===== src/twee_defines.vh =====
// Constants for the two-wire byte memory slave: timing, command codes, states.
// Assumes the includer runs on a 10 MHz core clock.
`ifndef TWEE_DEFINES_VH
`define TWEE_DEFINES_VH

// ==========================================================================
// Timing
`define TWEE_CLK_MHZ      10
`define TWEE_T_WR_US      5000
// Longest write time converted exactly to whole core cycles.
`define TWEE_T_WR_CYC     (`TWEE_T_WR_US * `TWEE_CLK_MHZ)

// ==========================================================================
// Control byte layout, most significant bit first on the wire
`define TWEE_BITS_PER_BYTE 4'h8
`define TWEE_CMD_WRITE     2'h1
`define TWEE_CMD_READ      2'h2
`define TWEE_ADDR_W        4
`define TWEE_DATA_W        8

// ==========================================================================
// Commit buffer
`define TWEE_FIFO_DEPTH    16

// ==========================================================================
// Protocol states
`define TWEE_ST_IDLE       3'h0
`define TWEE_ST_CMD        3'h1
`define TWEE_ST_WDATA      3'h2
`define TWEE_ST_WPUSH      3'h3
`define TWEE_ST_WBUSY      3'h4
`define TWEE_ST_RDATA      3'h5

`endif


===== src/twee_slave.v =====
// Two-wire 16 x 8 byte memory slave: pin sampling, protocol engine, array,
// commit buffer and self-timed write engine.
// Assumes the serial clock and data pins arrive asynchronously and are
// sampled by the 10 MHz core clock; the data pin is push/pull.
//
// Overview of operation
// - Data changes only while clock low; changes while clock high mark start/stop.
// - Start is data falling with clock high; nothing happens before one.
// - Start during control byte or write data restarts command reception.
// - Starts are ignored while read data is driven or the array is writing.
// - Stop is data rising with clock high; during input it returns to standby.
// - Stops are ignored while read data is driven or the array is writing.
// - Write: start, then control byte of command 0,1, four address, two spare.
// - After a write control byte, eight data bits are taken then committed.
// - While the array write runs, all pin activity is ignored.
// - Start or stop before the last write bit ends the write.
// - When the array write ends, counters clear and the device goes standby.
// - Read: start, then control byte of command 1,0, four address, two spare.
// - After a read control byte, the addressed byte is driven over eight clocks.
// - After the eighth read bit, counters clear and the device goes standby.
// - Reads abort by start or stop during command and address bits only.
// - During the second spare bit of a read, start and stop are ignored.
// - Data output drives both levels actively, never open-drain.
// - Array write lasts at most 5 ms with the data pin released.
`timescale 1ns/10ps
`include "twee_defines.vh"

// ==========================================================================
// Commit buffer
module twee_fifo #(
  parameter WIDTH = 12,
  parameter DEPTH = 16
) (
  // Clock and control
  input  wire             clk_i,
  input  wire             rst_n_i,
  input  wire             ce_i,
  // Fill side
  input  wire             in_valid_i,
  output wire             in_ready_o,
  input  wire [WIDTH-1:0] in_data_i,
  // Drain side
  output wire             out_valid_o,
  input  wire             out_ready_i,
  output wire [WIDTH-1:0] out_data_o
);
  localparam AW = (DEPTH > 1) ? $clog2(DEPTH) : 1;

  // Storage, pointers and occupancy.
  reg [WIDTH-1:0] store [0:DEPTH-1];
  reg [AW-1:0]    wr_ptr;
  reg [AW-1:0]    rd_ptr;
  reg [AW:0]      count;
  wire            do_push;
  wire            do_pop;

  // Full and empty come from the occupancy count, so they never lie.
  assign in_ready_o  = (count != DEPTH[AW:0]);
  assign out_valid_o = (count != {(AW+1){1'b0}});
  assign out_data_o  = store[rd_ptr];
  assign do_push     = in_valid_i & in_ready_o;
  assign do_pop      = out_valid_o & out_ready_i;

  // Pointers wrap explicitly so any depth works, not only powers of two.
  always @(posedge clk_i) begin
    if (!rst_n_i) begin
      wr_ptr <= {AW{1'b0}};
      rd_ptr <= {AW{1'b0}};
      count  <= {(AW+1){1'b0}};
    end else if (ce_i) begin
      if (do_push) begin
        store[wr_ptr] <= in_data_i;
        wr_ptr        <= (wr_ptr == DEPTH[AW-1:0] - 1'b1) ? {AW{1'b0}} : wr_ptr + 1'b1;
      end
      if (do_pop) begin
        rd_ptr <= (rd_ptr == DEPTH[AW-1:0] - 1'b1) ? {AW{1'b0}} : rd_ptr + 1'b1;
      end
      if (do_push && !do_pop) begin
        count <= count + 1'b1;
      end else if (do_pop && !do_push) begin
        count <= count - 1'b1;
      end
    end
  end
endmodule

// ==========================================================================
// Protocol slave
module twee_slave #(
  parameter WRITE_CYCLES = `TWEE_T_WR_CYC,
  parameter FIFO_DEPTH   = `TWEE_FIFO_DEPTH
) (
  // Clock, reset, enable
  input  wire CORE_CLK_I,
  input  wire RESETN_I,
  input  wire CE_I,
  // Serial bus pins
  input  wire SCL_I,
  input  wire SDA_I,
  output reg  SDA_O,
  output reg  SDA_OE_O,
  // Status
  output reg  WR_BUSY_O
);
  localparam AW    = `TWEE_ADDR_W;
  localparam DW    = `TWEE_DATA_W;
  localparam TMR_W = $clog2(WRITE_CYCLES + 1);
  // The engine starts two cycles after the last bit edge and needs one more
  // to retire, so it stops short to keep the whole cycle within the limit.
  // The full-width value is cut to the timer width on purpose.
  localparam [31:0]      WR_LAST_FULL = WRITE_CYCLES - 4;
  localparam [TMR_W-1:0] WR_LAST      = WR_LAST_FULL[TMR_W-1:0];

  // Filtered pin levels and their one-cycle-old copies; bit 0 clock, bit 1 data.
  wire [1:0]    pin_raw;
  wire [1:0]    pin_f;
  wire [1:0]    pin_q;
  wire          scl_f;
  wire          sda_f;
  wire          scl_q;
  wire          sda_q;
  // Protocol state, bit counter and shifters.
  reg  [2:0]    state;
  reg  [3:0]    bit_cnt;
  reg  [7:0]    shift;
  reg  [AW-1:0] addr;
  reg  [DW-1:0] rd_shift;
  // Array and self-timed write engine.
  reg  [DW-1:0] mem [0:(1<<AW)-1];
  reg           eng_run;
  reg  [TMR_W-1:0] eng_tmr;
  // Decoded bus events and commit buffer handshake.
  wire          scl_rise;
  wire          scl_fall;
  wire          start_seen;
  wire          stop_seen;
  wire          read_guard;
  wire          fifo_in_ready;
  wire          fifo_out_valid;
  wire          fifo_out_ready;
  wire [AW+DW-1:0] fifo_out_data;
  wire          wr_done;

  // ========================================================================
  // Pin sampling
  // Three flops per pin; a level is accepted only when the second and third
  // agree, which rejects a single-sample glitch at the cost of latency.
  // Both pins see the same delay, so a data change just after a clock
  // edge can never pass for a start or stop.
  assign pin_raw = {SDA_I, SCL_I};

  // One filter per pin; the filtered level resets high, the idle bus level.
  genvar g;
  generate
    for (g = 0; g < 2; g = g + 1) begin : g_pin
      reg [2:0] sync;
      reg       filt;
      reg       dly;
      // Shift in, accept a level when two samples agree, then delay once.
      always @(posedge CORE_CLK_I) begin
        if (!RESETN_I) begin
          sync <= 3'h7;
          filt <= 1'b1;
          dly  <= 1'b1;
        end else if (CE_I) begin
          sync <= {sync[1:0], pin_raw[g]};
          if (sync[1] == sync[2]) begin
            filt <= sync[2];
          end
          dly <= filt;
        end
      end
      assign pin_f[g] = filt;
      assign pin_q[g] = dly;
    end
  endgenerate

  // Named views of the filtered pins.
  assign scl_f = pin_f[0];
  assign sda_f = pin_f[1];
  assign scl_q = pin_q[0];
  assign sda_q = pin_q[1];

  // Edges and bus conditions from the filtered levels.
  assign scl_rise   = scl_f & ~scl_q;
  assign scl_fall   = ~scl_f & scl_q;
  assign start_seen = scl_f & scl_q & sda_q & ~sda_f;
  assign stop_seen  = scl_f & scl_q & ~sda_q & sda_f;

  // Last spare bit of a read control byte: seven bits in, command reads 1,0.
  // The master may let go of the line here, so its level is not trusted.
  assign read_guard = (state == `TWEE_ST_CMD) && (bit_cnt == 4'h7) &&
                      (shift[6:5] == `TWEE_CMD_READ);

  // ========================================================================
  // Protocol engine
  always @(posedge CORE_CLK_I) begin
    if (!RESETN_I) begin
      state    <= `TWEE_ST_IDLE;
      bit_cnt  <= 4'h0;
      shift    <= 8'h00;
      addr     <= {AW{1'b0}};
      rd_shift <= {DW{1'b0}};
      SDA_O    <= 1'b0;
      SDA_OE_O <= 1'b0;
    end else if (CE_I) begin
      case (state)
        `TWEE_ST_IDLE: begin
          // Counters stay clear in standby so every command starts at bit zero.
          bit_cnt <= 4'h0;
          if (start_seen) begin
            state <= `TWEE_ST_CMD;
          end
        end
        `TWEE_ST_CMD: begin
          // A start restarts the control byte and a stop drops to standby;
          // both are refused once seven bits of a read control byte are in.
          if (start_seen && !read_guard) begin
            bit_cnt <= 4'h0;
          end else if (stop_seen && !read_guard) begin
            state   <= `TWEE_ST_IDLE;
            bit_cnt <= 4'h0;
          end else if (scl_rise) begin
            shift   <= {shift[6:0], sda_f};
            bit_cnt <= bit_cnt + 4'h1;
            if (bit_cnt == `TWEE_BITS_PER_BYTE - 4'h1) begin
              bit_cnt <= 4'h0;
              addr    <= shift[4:1];
              if (shift[6:5] == `TWEE_CMD_WRITE) begin
                state <= `TWEE_ST_WDATA;
              end else if (shift[6:5] == `TWEE_CMD_READ) begin
                rd_shift <= mem[shift[4:1]];
                state    <= `TWEE_ST_RDATA;
              end else begin
                state <= `TWEE_ST_IDLE;
              end
            end
          end
        end
        `TWEE_ST_WDATA: begin
          // Either condition before the last data bit abandons the write.
          if (start_seen) begin
            state   <= `TWEE_ST_CMD;
            bit_cnt <= 4'h0;
          end else if (stop_seen) begin
            state   <= `TWEE_ST_IDLE;
            bit_cnt <= 4'h0;
          end else if (scl_rise) begin
            shift   <= {shift[6:0], sda_f};
            bit_cnt <= bit_cnt + 4'h1;
            if (bit_cnt == `TWEE_BITS_PER_BYTE - 4'h1) begin
              bit_cnt <= 4'h0;
              state   <= `TWEE_ST_WPUSH;
            end
          end
        end
        `TWEE_ST_WPUSH: begin
          // Waits here if the commit buffer is full; the bus stays deaf.
          if (fifo_in_ready) begin
            state <= `TWEE_ST_WBUSY;
          end
        end
        `TWEE_ST_WBUSY: begin
          // Pins are not looked at until the array write retires.
          if (wr_done) begin
            state   <= `TWEE_ST_IDLE;
            bit_cnt <= 4'h0;
          end
        end
        `TWEE_ST_RDATA: begin
          // Start and stop are not checked: the bus belongs to us here.
          if (scl_fall) begin
            if (bit_cnt == `TWEE_BITS_PER_BYTE) begin
              SDA_OE_O <= 1'b0;
              bit_cnt  <= 4'h0;
              state    <= `TWEE_ST_IDLE;
            end else begin
              SDA_O    <= rd_shift[DW-1];
              SDA_OE_O <= 1'b1;
              rd_shift <= {rd_shift[DW-2:0], 1'b0};
              bit_cnt  <= bit_cnt + 4'h1;
            end
          end
        end
        default: begin
          state    <= `TWEE_ST_IDLE;
          bit_cnt  <= 4'h0;
          SDA_OE_O <= 1'b0;
        end
      endcase
    end
  end

  // ========================================================================
  // Commit buffer between the receive shifter and the array
  // Writes queue here, yet the bus logic still waits in WBUSY for wr_done, so the array timing reaches back into it.
  twee_fifo #(
    .WIDTH (AW + DW),
    .DEPTH (FIFO_DEPTH)
  ) u_commit (
    .clk_i       (CORE_CLK_I),
    .rst_n_i     (RESETN_I),
    .ce_i        (CE_I),
    .in_valid_i  (state == `TWEE_ST_WPUSH),
    .in_ready_o  (fifo_in_ready),
    .in_data_i   ({addr, shift}),
    .out_valid_o (fifo_out_valid),
    .out_ready_i (fifo_out_ready),
    .out_data_o  (fifo_out_data)
  );

  // The engine only drains once its timer has run out, so the buffer truly
  // back-pressures the protocol engine if entries ever pile up.
  assign fifo_out_ready = eng_run && (eng_tmr == WR_LAST);
  assign wr_done        = fifo_out_ready;

  // ========================================================================
  // Self-timed array write
  always @(posedge CORE_CLK_I) begin
    if (!RESETN_I) begin
      eng_run   <= 1'b0;
      eng_tmr   <= {TMR_W{1'b0}};
      WR_BUSY_O <= 1'b0;
    end else if (CE_I) begin
      // Busy follows the protocol state, so it also covers a wait for buffer space.
      WR_BUSY_O <= (state == `TWEE_ST_WPUSH) || (state == `TWEE_ST_WBUSY);
      if (!eng_run) begin
        if (fifo_out_valid) begin
          eng_run <= 1'b1;
          eng_tmr <= {TMR_W{1'b0}};
        end
      end else if (eng_tmr == WR_LAST) begin
        mem[fifo_out_data[AW+DW-1:DW]] <= fifo_out_data[DW-1:0];
        eng_run <= 1'b0;
      end else begin
        eng_tmr <= eng_tmr + 1'b1;
      end
    end
  end
endmodule


===== config.mk =====
export PLATFORM = sky130hd
export DESIGN_NAME = twee_slave
export DESIGN_NICKNAME = d
export VERILOG_FILES = /design/src/twee_slave.v
export VERILOG_INCLUDE_DIRS = /design/src
export SDC_FILE = /design/constraint.sdc
export NUM_CORES = 1
export LEC_CHECK = 0
export BUFFER_PORTS_ARGS = -buffer_cell sky130_fd_sc_hd__buf_4
export CAP_MARGIN = 10
export CORE_MARGIN = 3
export CORE_UTILIZATION = 25
export CTS_CLUSTER_DIAMETER = 80
export DETAILED_ROUTE_END_ITERATION = 12
export SLEW_MARGIN = 30
export SYNTH_ARGS = -nofsm -noshare
export SYNTH_HDL_FRONTEND = slang
export SYNTH_SLANG_ARGS = --single-unit
export TNS_END_PERCENT = 30

===== constraint.sdc =====
create_clock -name CORE_CLK_I -period 4.2 [get_ports CORE_CLK_I]
set_clock_uncertainty 0.2 [all_clocks]
set_input_delay 1.05 -clock CORE_CLK_I [delete_from_list [all_inputs] [get_ports CORE_CLK_I]]
set_output_delay 1.05 -clock CORE_CLK_I [all_outputs]
set_load 0.05 [all_outputs]

# After elaboration in Yosys (flattened, before gate mapping)
# Memory sizes are Yosys's and may differ from the RTL's. A register that Yosys moved wholly into a read port is not among the register bits.
# Index checks and enable logic that the tools add are counted.
dict set report word_totals {
  in_bits 5
  elab_cells 177
  regBits 70
  mem_bits_rw 320
  n_memories 2
}
dict set report classes {
  eq_ne 34
  n_addsub 6
  mux 67
  bitwise 18
  n_reduce_logical 31
}
# name depth word_bits rd rd_ports_with_merged_regs wr line_no
set mem_list {}
lappend mem_list {u_commit.store 16 12 1 1 1 twee_slave.v:50} ;# reg [WIDTH-1:0] store [0:DEPTH-1];
lappend mem_list {mem 16 8 1 1 1 twee_slave.v:129} ;# reg [DW-1:0] mem [0:(1<<AW)-1];
# operator count
set op_table {}
lappend op_table {{8-bit two-way mux} 13}
lappend op_table {{4-bit two-way mux} 15}
lappend op_table {{16-bit two-way mux} 3}
lappend op_table {{3-bit two-way mux} 15}
lappend op_table {{8-bit case mux with 2 select lines} 2}
lappend op_table {{2-bit inequality test, second input constant} 12}
lappend op_table {{4-bit case mux with 5 select lines} 1}
lappend op_table {{3-bit case mux with 6 select lines} 1}
lappend op_table {{16-bit by 1-bit adder with 16-bit output, second input constant} 1}
lappend op_table {{16-bit == test, second input constant} 1}
lappend op_table {{1-bit two-way mux} 14}
lappend op_table {{4-bit by 1-bit adder with 4-bit output, second input constant} 3}
lappend op_table {{4-bit == test, second input constant} 3}
lappend op_table {{6-bit AND reduction} 2}
lappend op_table {{11-bit AND reduction} 1}
lappend op_table {{5-bit two-way mux} 2}
lappend op_table {{10-bit AND reduction} 1}
lappend op_table {{2-bit AND reduction} 5}
lappend op_table {{1-bit bitwise AND} 9}
lappend op_table {{1-bit NOT} 9}
lappend op_table {{4-bit inequality test, second input constant} 2}
lappend op_table {{4-bit AND reduction} 2}
lappend op_table {{2-bit nonzero test} 4}
lappend op_table {{1-bit logical AND} 7}
lappend op_table {{other kinds (20)} 28}

# Longest topological paths before layout
dict set report depth {
  depth_word 10
  mapped_depth 15
  mapped_depth_nobuf 13
}

# By module
# A second synthesis with hierarchy kept.
dict set report unflattened {
  hier_cells 958
  area_unflattened_um2 15994.1
}
# mod n_inst cells_per_inst area_per_inst_um2
set by_module_without_submodules {}
lappend by_module_without_submodules {twee_fifo 1 421 8202.9}
lappend by_module_without_submodules {twee_slave 1 537 7791.2}

# Worst setup path before layout
# No wires, ideal clock.
dict set report synth_timing {
  path_kind {input port to flip-flop}
  from {input port CE_I}
  to {memory u_commit.store[1][0] (enable)}
  path_buffers 2
  stages 5
  path_slack_ns 0.843
  arrival_ns 2.760
  cell_sequence {clkbuf_1 clkbuf_1 and3_1 nand2_1 nor3_1}
}
dict set report synth_via {
  elab_chain_cells 3
}
# item line_no
set synth_lines {}
lappend synth_lines {{start, declared} twee_slave.v:96} ;# input wire CE_I,
lappend synth_lines {{1-bit two-way mux} twee_slave.v:70} ;# end else if (ce_i) begin
lappend synth_lines {{1-bit two-way mux} twee_slave.v:66} ;# if (!rst_n_i) begin
lappend synth_lines {{1-bit two-way mux (not written as such)} twee_slave.v:72} ;# store[wr_ptr] <= in_data_i;
lappend synth_lines {{end, declared} twee_slave.v:50}
# Every way passes these cells.

==> impl_metrics.yaml <==
critical_path:
  crit_type: "reg -> reg"
  cp-start-kind: "flip-flop"
  critPathRequiredTime_ps: 4170
  crit_path_max_fanout: 19
  crit_path_end_kind: "flip-flop"
  crit_arrival_ps: 3340
timing:
  worstMarginPinSlew_ps: 964.2
  slew_headroom_pct: 35.63
  min_period_over_period_pct: 80.34
  fmax_mhz: 296.4
  hold_viol: 0
  finalCriticalPeriod_ps: 3374
  setup_tns_ps: 0
  rsz0062_at_grt: "false"
  drv_slew: 0
  setup_violations: 0
global_route:
  grt_max_degree: 33
  grt_pass1_wl_um: 51510
  antenna_found_initial: 0
  grt_pass1_vias: 8442
  grt_use_total_pct: 9.913
  overflow: 0
synthesis:
  syn_inst: 926
  ys_async_sr_fraction_pct: 0
  yosys_most_used_dff: "edfxtp_1"
  yosys.area.top_type: "edfxtp_1"
  synthMuxAreaShare_pct: 16.02
  seq_area_frac_synth_pct: 69.81
  yosys.area_share.simple_pct: 6.764
  yosys_warnings: 0
  synth_top_family_by_area: "multiplexers"
  synth_area_per_cell_um2: 17.28
  synth_seq_cells: 398
  synth_edf_count: 320
  synth_top_area_share_pct: 60.05
  synth.net_count: 945
  synth.distinct_cells: 66
  synth_area_um2: 16000
  yosys.area_share.adder_pct: 1.142
  synth_compound_area_share_pct: 3.464
  synth_xor_area_share_pct: 1.204
  synth.area.top_cells: "edfxtp_1 60%, mux4_2 13%, dfxtp_1 9.8%, mux2i_1 2.1%, nor2_1 1.6%"
placement:
  dpl.cell_count: 1771
  globalplace.congestion: 0.7859
  hpwlAfterDp_um: 21520
  port_buffers: 7
clocking:
  clock_path_buffers: 3
  root_buffer: "clkbuf_16"
  cts_buffers: 41
  clock_latency_ps: 540
  ctsResizeCount: 0
  hold_buffers: 0
  htree_levels: 2
  clkTransAtPathRegs_ps: 60
  cts_sinks: 398
  post_cts_buffers: 0
  cts_tree: "yes"
detailed_routing:
  drt_iter0_drc: 692
  num_vias: 8260
  drt_pass1_iterations: 5
  drt_wl_total_um: 33220
  antenna_left: 0
  drc_errors: 0
  viasPerCell: 4.477
  routedWlPerCell_um: 18.01
status:
  status: "finished clean"
layout:
  nNetsFinal: 987
  antenna_cells: 0
  drive_gt1_share_pct: 23.22
  final_common_cell: "edfxtp_1"
  multi_input_area_um2: 4609
  layout_common_cells: "320 x edfxtp_1, 89 x mux4_2, 75 x dfxtp_1"
  seq_area_um2: 11180
  fill_cells: 6175
  fin_cells: 1845
  area_growth_pct: 16.23
pwr:
  ir_drop_uv: 244.8
  p_leak_nw: 6.256
  power_density_nw_per_um2: 419.6
floorplanning:
  die_h_um: 259.0
  io_pins: 8
  start_util_pct: 25.32
  core_um2: 63200
  die-area_um2: 67080
  die_w_um: 259.0
  rows: 92
hold_path:
  holdCritStartpoint: "rd_shift[0]"
  min_path_type: "reg -> reg"
run:
  maxCapViolations: 0
through the flow:
step / power (mW) / area [um^2] / hold WS (ps) / setup slack (ps) / util (%)
6_report: 7.805 / 18600 / 270.6 / 825.7 / 29.43
5_1_grt: 8.079 / 18600 / 311.7 / 612.6 / 29.43
2_1_floorplan: 4.311 / 16000 / 235.6 / 843.3 / -
3_5_place_dp: 4.322 / 17260 / 259.4 / 750.2 / 27.31
4_1_cts: 7.891 / 18590 / 270.2 / 759.7 / 29.42
3_3_place_gp: 4.321 / 17260 / 251.6 / 806.0 / 27.31
where the power goes:
group / internal (mW) / leakage [nW] / total (mW) / switching (mW)
clock network: 2.13 / 0.654 / 3.57 / 1.43
registers: 4.20 / 4.12 / 4.20 / 0.00164
logic: 0.0105 / 1.48 / 0.0363 / 0.0257
metal layers:
layer,vias up,wire [um],GRT usage (%)
met5,-,0,0
met4,0,612,2.756
met3,46,1266,1.727
met2,147,16190,16.33
met1,4298,15160,13.46
li1,3769,-,-
cells in the mapped netlist (all sizes together), types with 7 or more instances:
| cell type | number |
|---|---|
| xnor2 | 19 |
| and3 | 7 |
| nand3 | 12 |
| nand4 | 8 |
| nor3 | 11 |
| buf | 19 |
| mux2 | 18 |
| a222oi | 7 |
| nor2 | 69 |
| a21oi | 29 |
| nor4 | 14 |
| nand2b | 11 |
| o21ai | 18 |
| mux2i | 33 |
| edfxtp | 320 |
| clkbuf | 30 |
| dfxtp | 78 |
| ha | 13 |
| inv | 12 |
| mux4 | 90 |
| nand2 | 40 |
registers in the layout (all words and copies together), names as in the netlist, named ones only:
name,cells
SDA_O,1
addr,4
bit_cnt,4
eng_run,1
shift,8
u_commit.count,5
rd_shift,8
eng_tmr,16
SDA_OE_O,1
g_pin.sync,6
u_commit.store,192
u_commit.rd_ptr,4
g_pin.dly,2
u_commit.wr_ptr,4
g_pin.filt,2
mem,128
state,3
WR_BUSY_O,1
worst max-delay path: stages, from the launching register on:
cell      delay [ps]
dfxtp_4          590
mux4_1           590
mux4_2           530
nor4b_4          410
nand2b_2         140
nor2_1           540
cell type report:
type,instances,share of cell area [%]
Clock buffer,56,6.270
Clock inverter,18,0.9149
Timing Repair Buffer,48,2.005
Inverter,12,0.2422
Multi-Input combinational cell,467,24.78
Tap cell,846,5.691
Sequential cell,398,60.09
kinds of logic (layout without fill, tap and decap cells):
logic type | after synthesis | count (layout)
flip-flops | 398 | 398
AND/OR/NAND/NOR | 204 | 204
multiplexers | 141 | 141
AO/OA/AOI/OAI | 86 | 86
buffers and inverters | 61 | 134
XOR/XNOR | 22 | 22
adder cells (fa/ha/maj) | 14 | 14
final timing paths:
path | cells past startpoint | slack (ps) | endpoint
setup / recovery | 5 | 830 | mem[4][0]
setup reg to reg | 5 | 830 | mem[4][0]
hold / removal | 2 | 270 | rd_shift[0]
hold reg to reg | 2 | 270 | rd_shift[0]
Note: power is estimated with default switching activity, not from simulation.
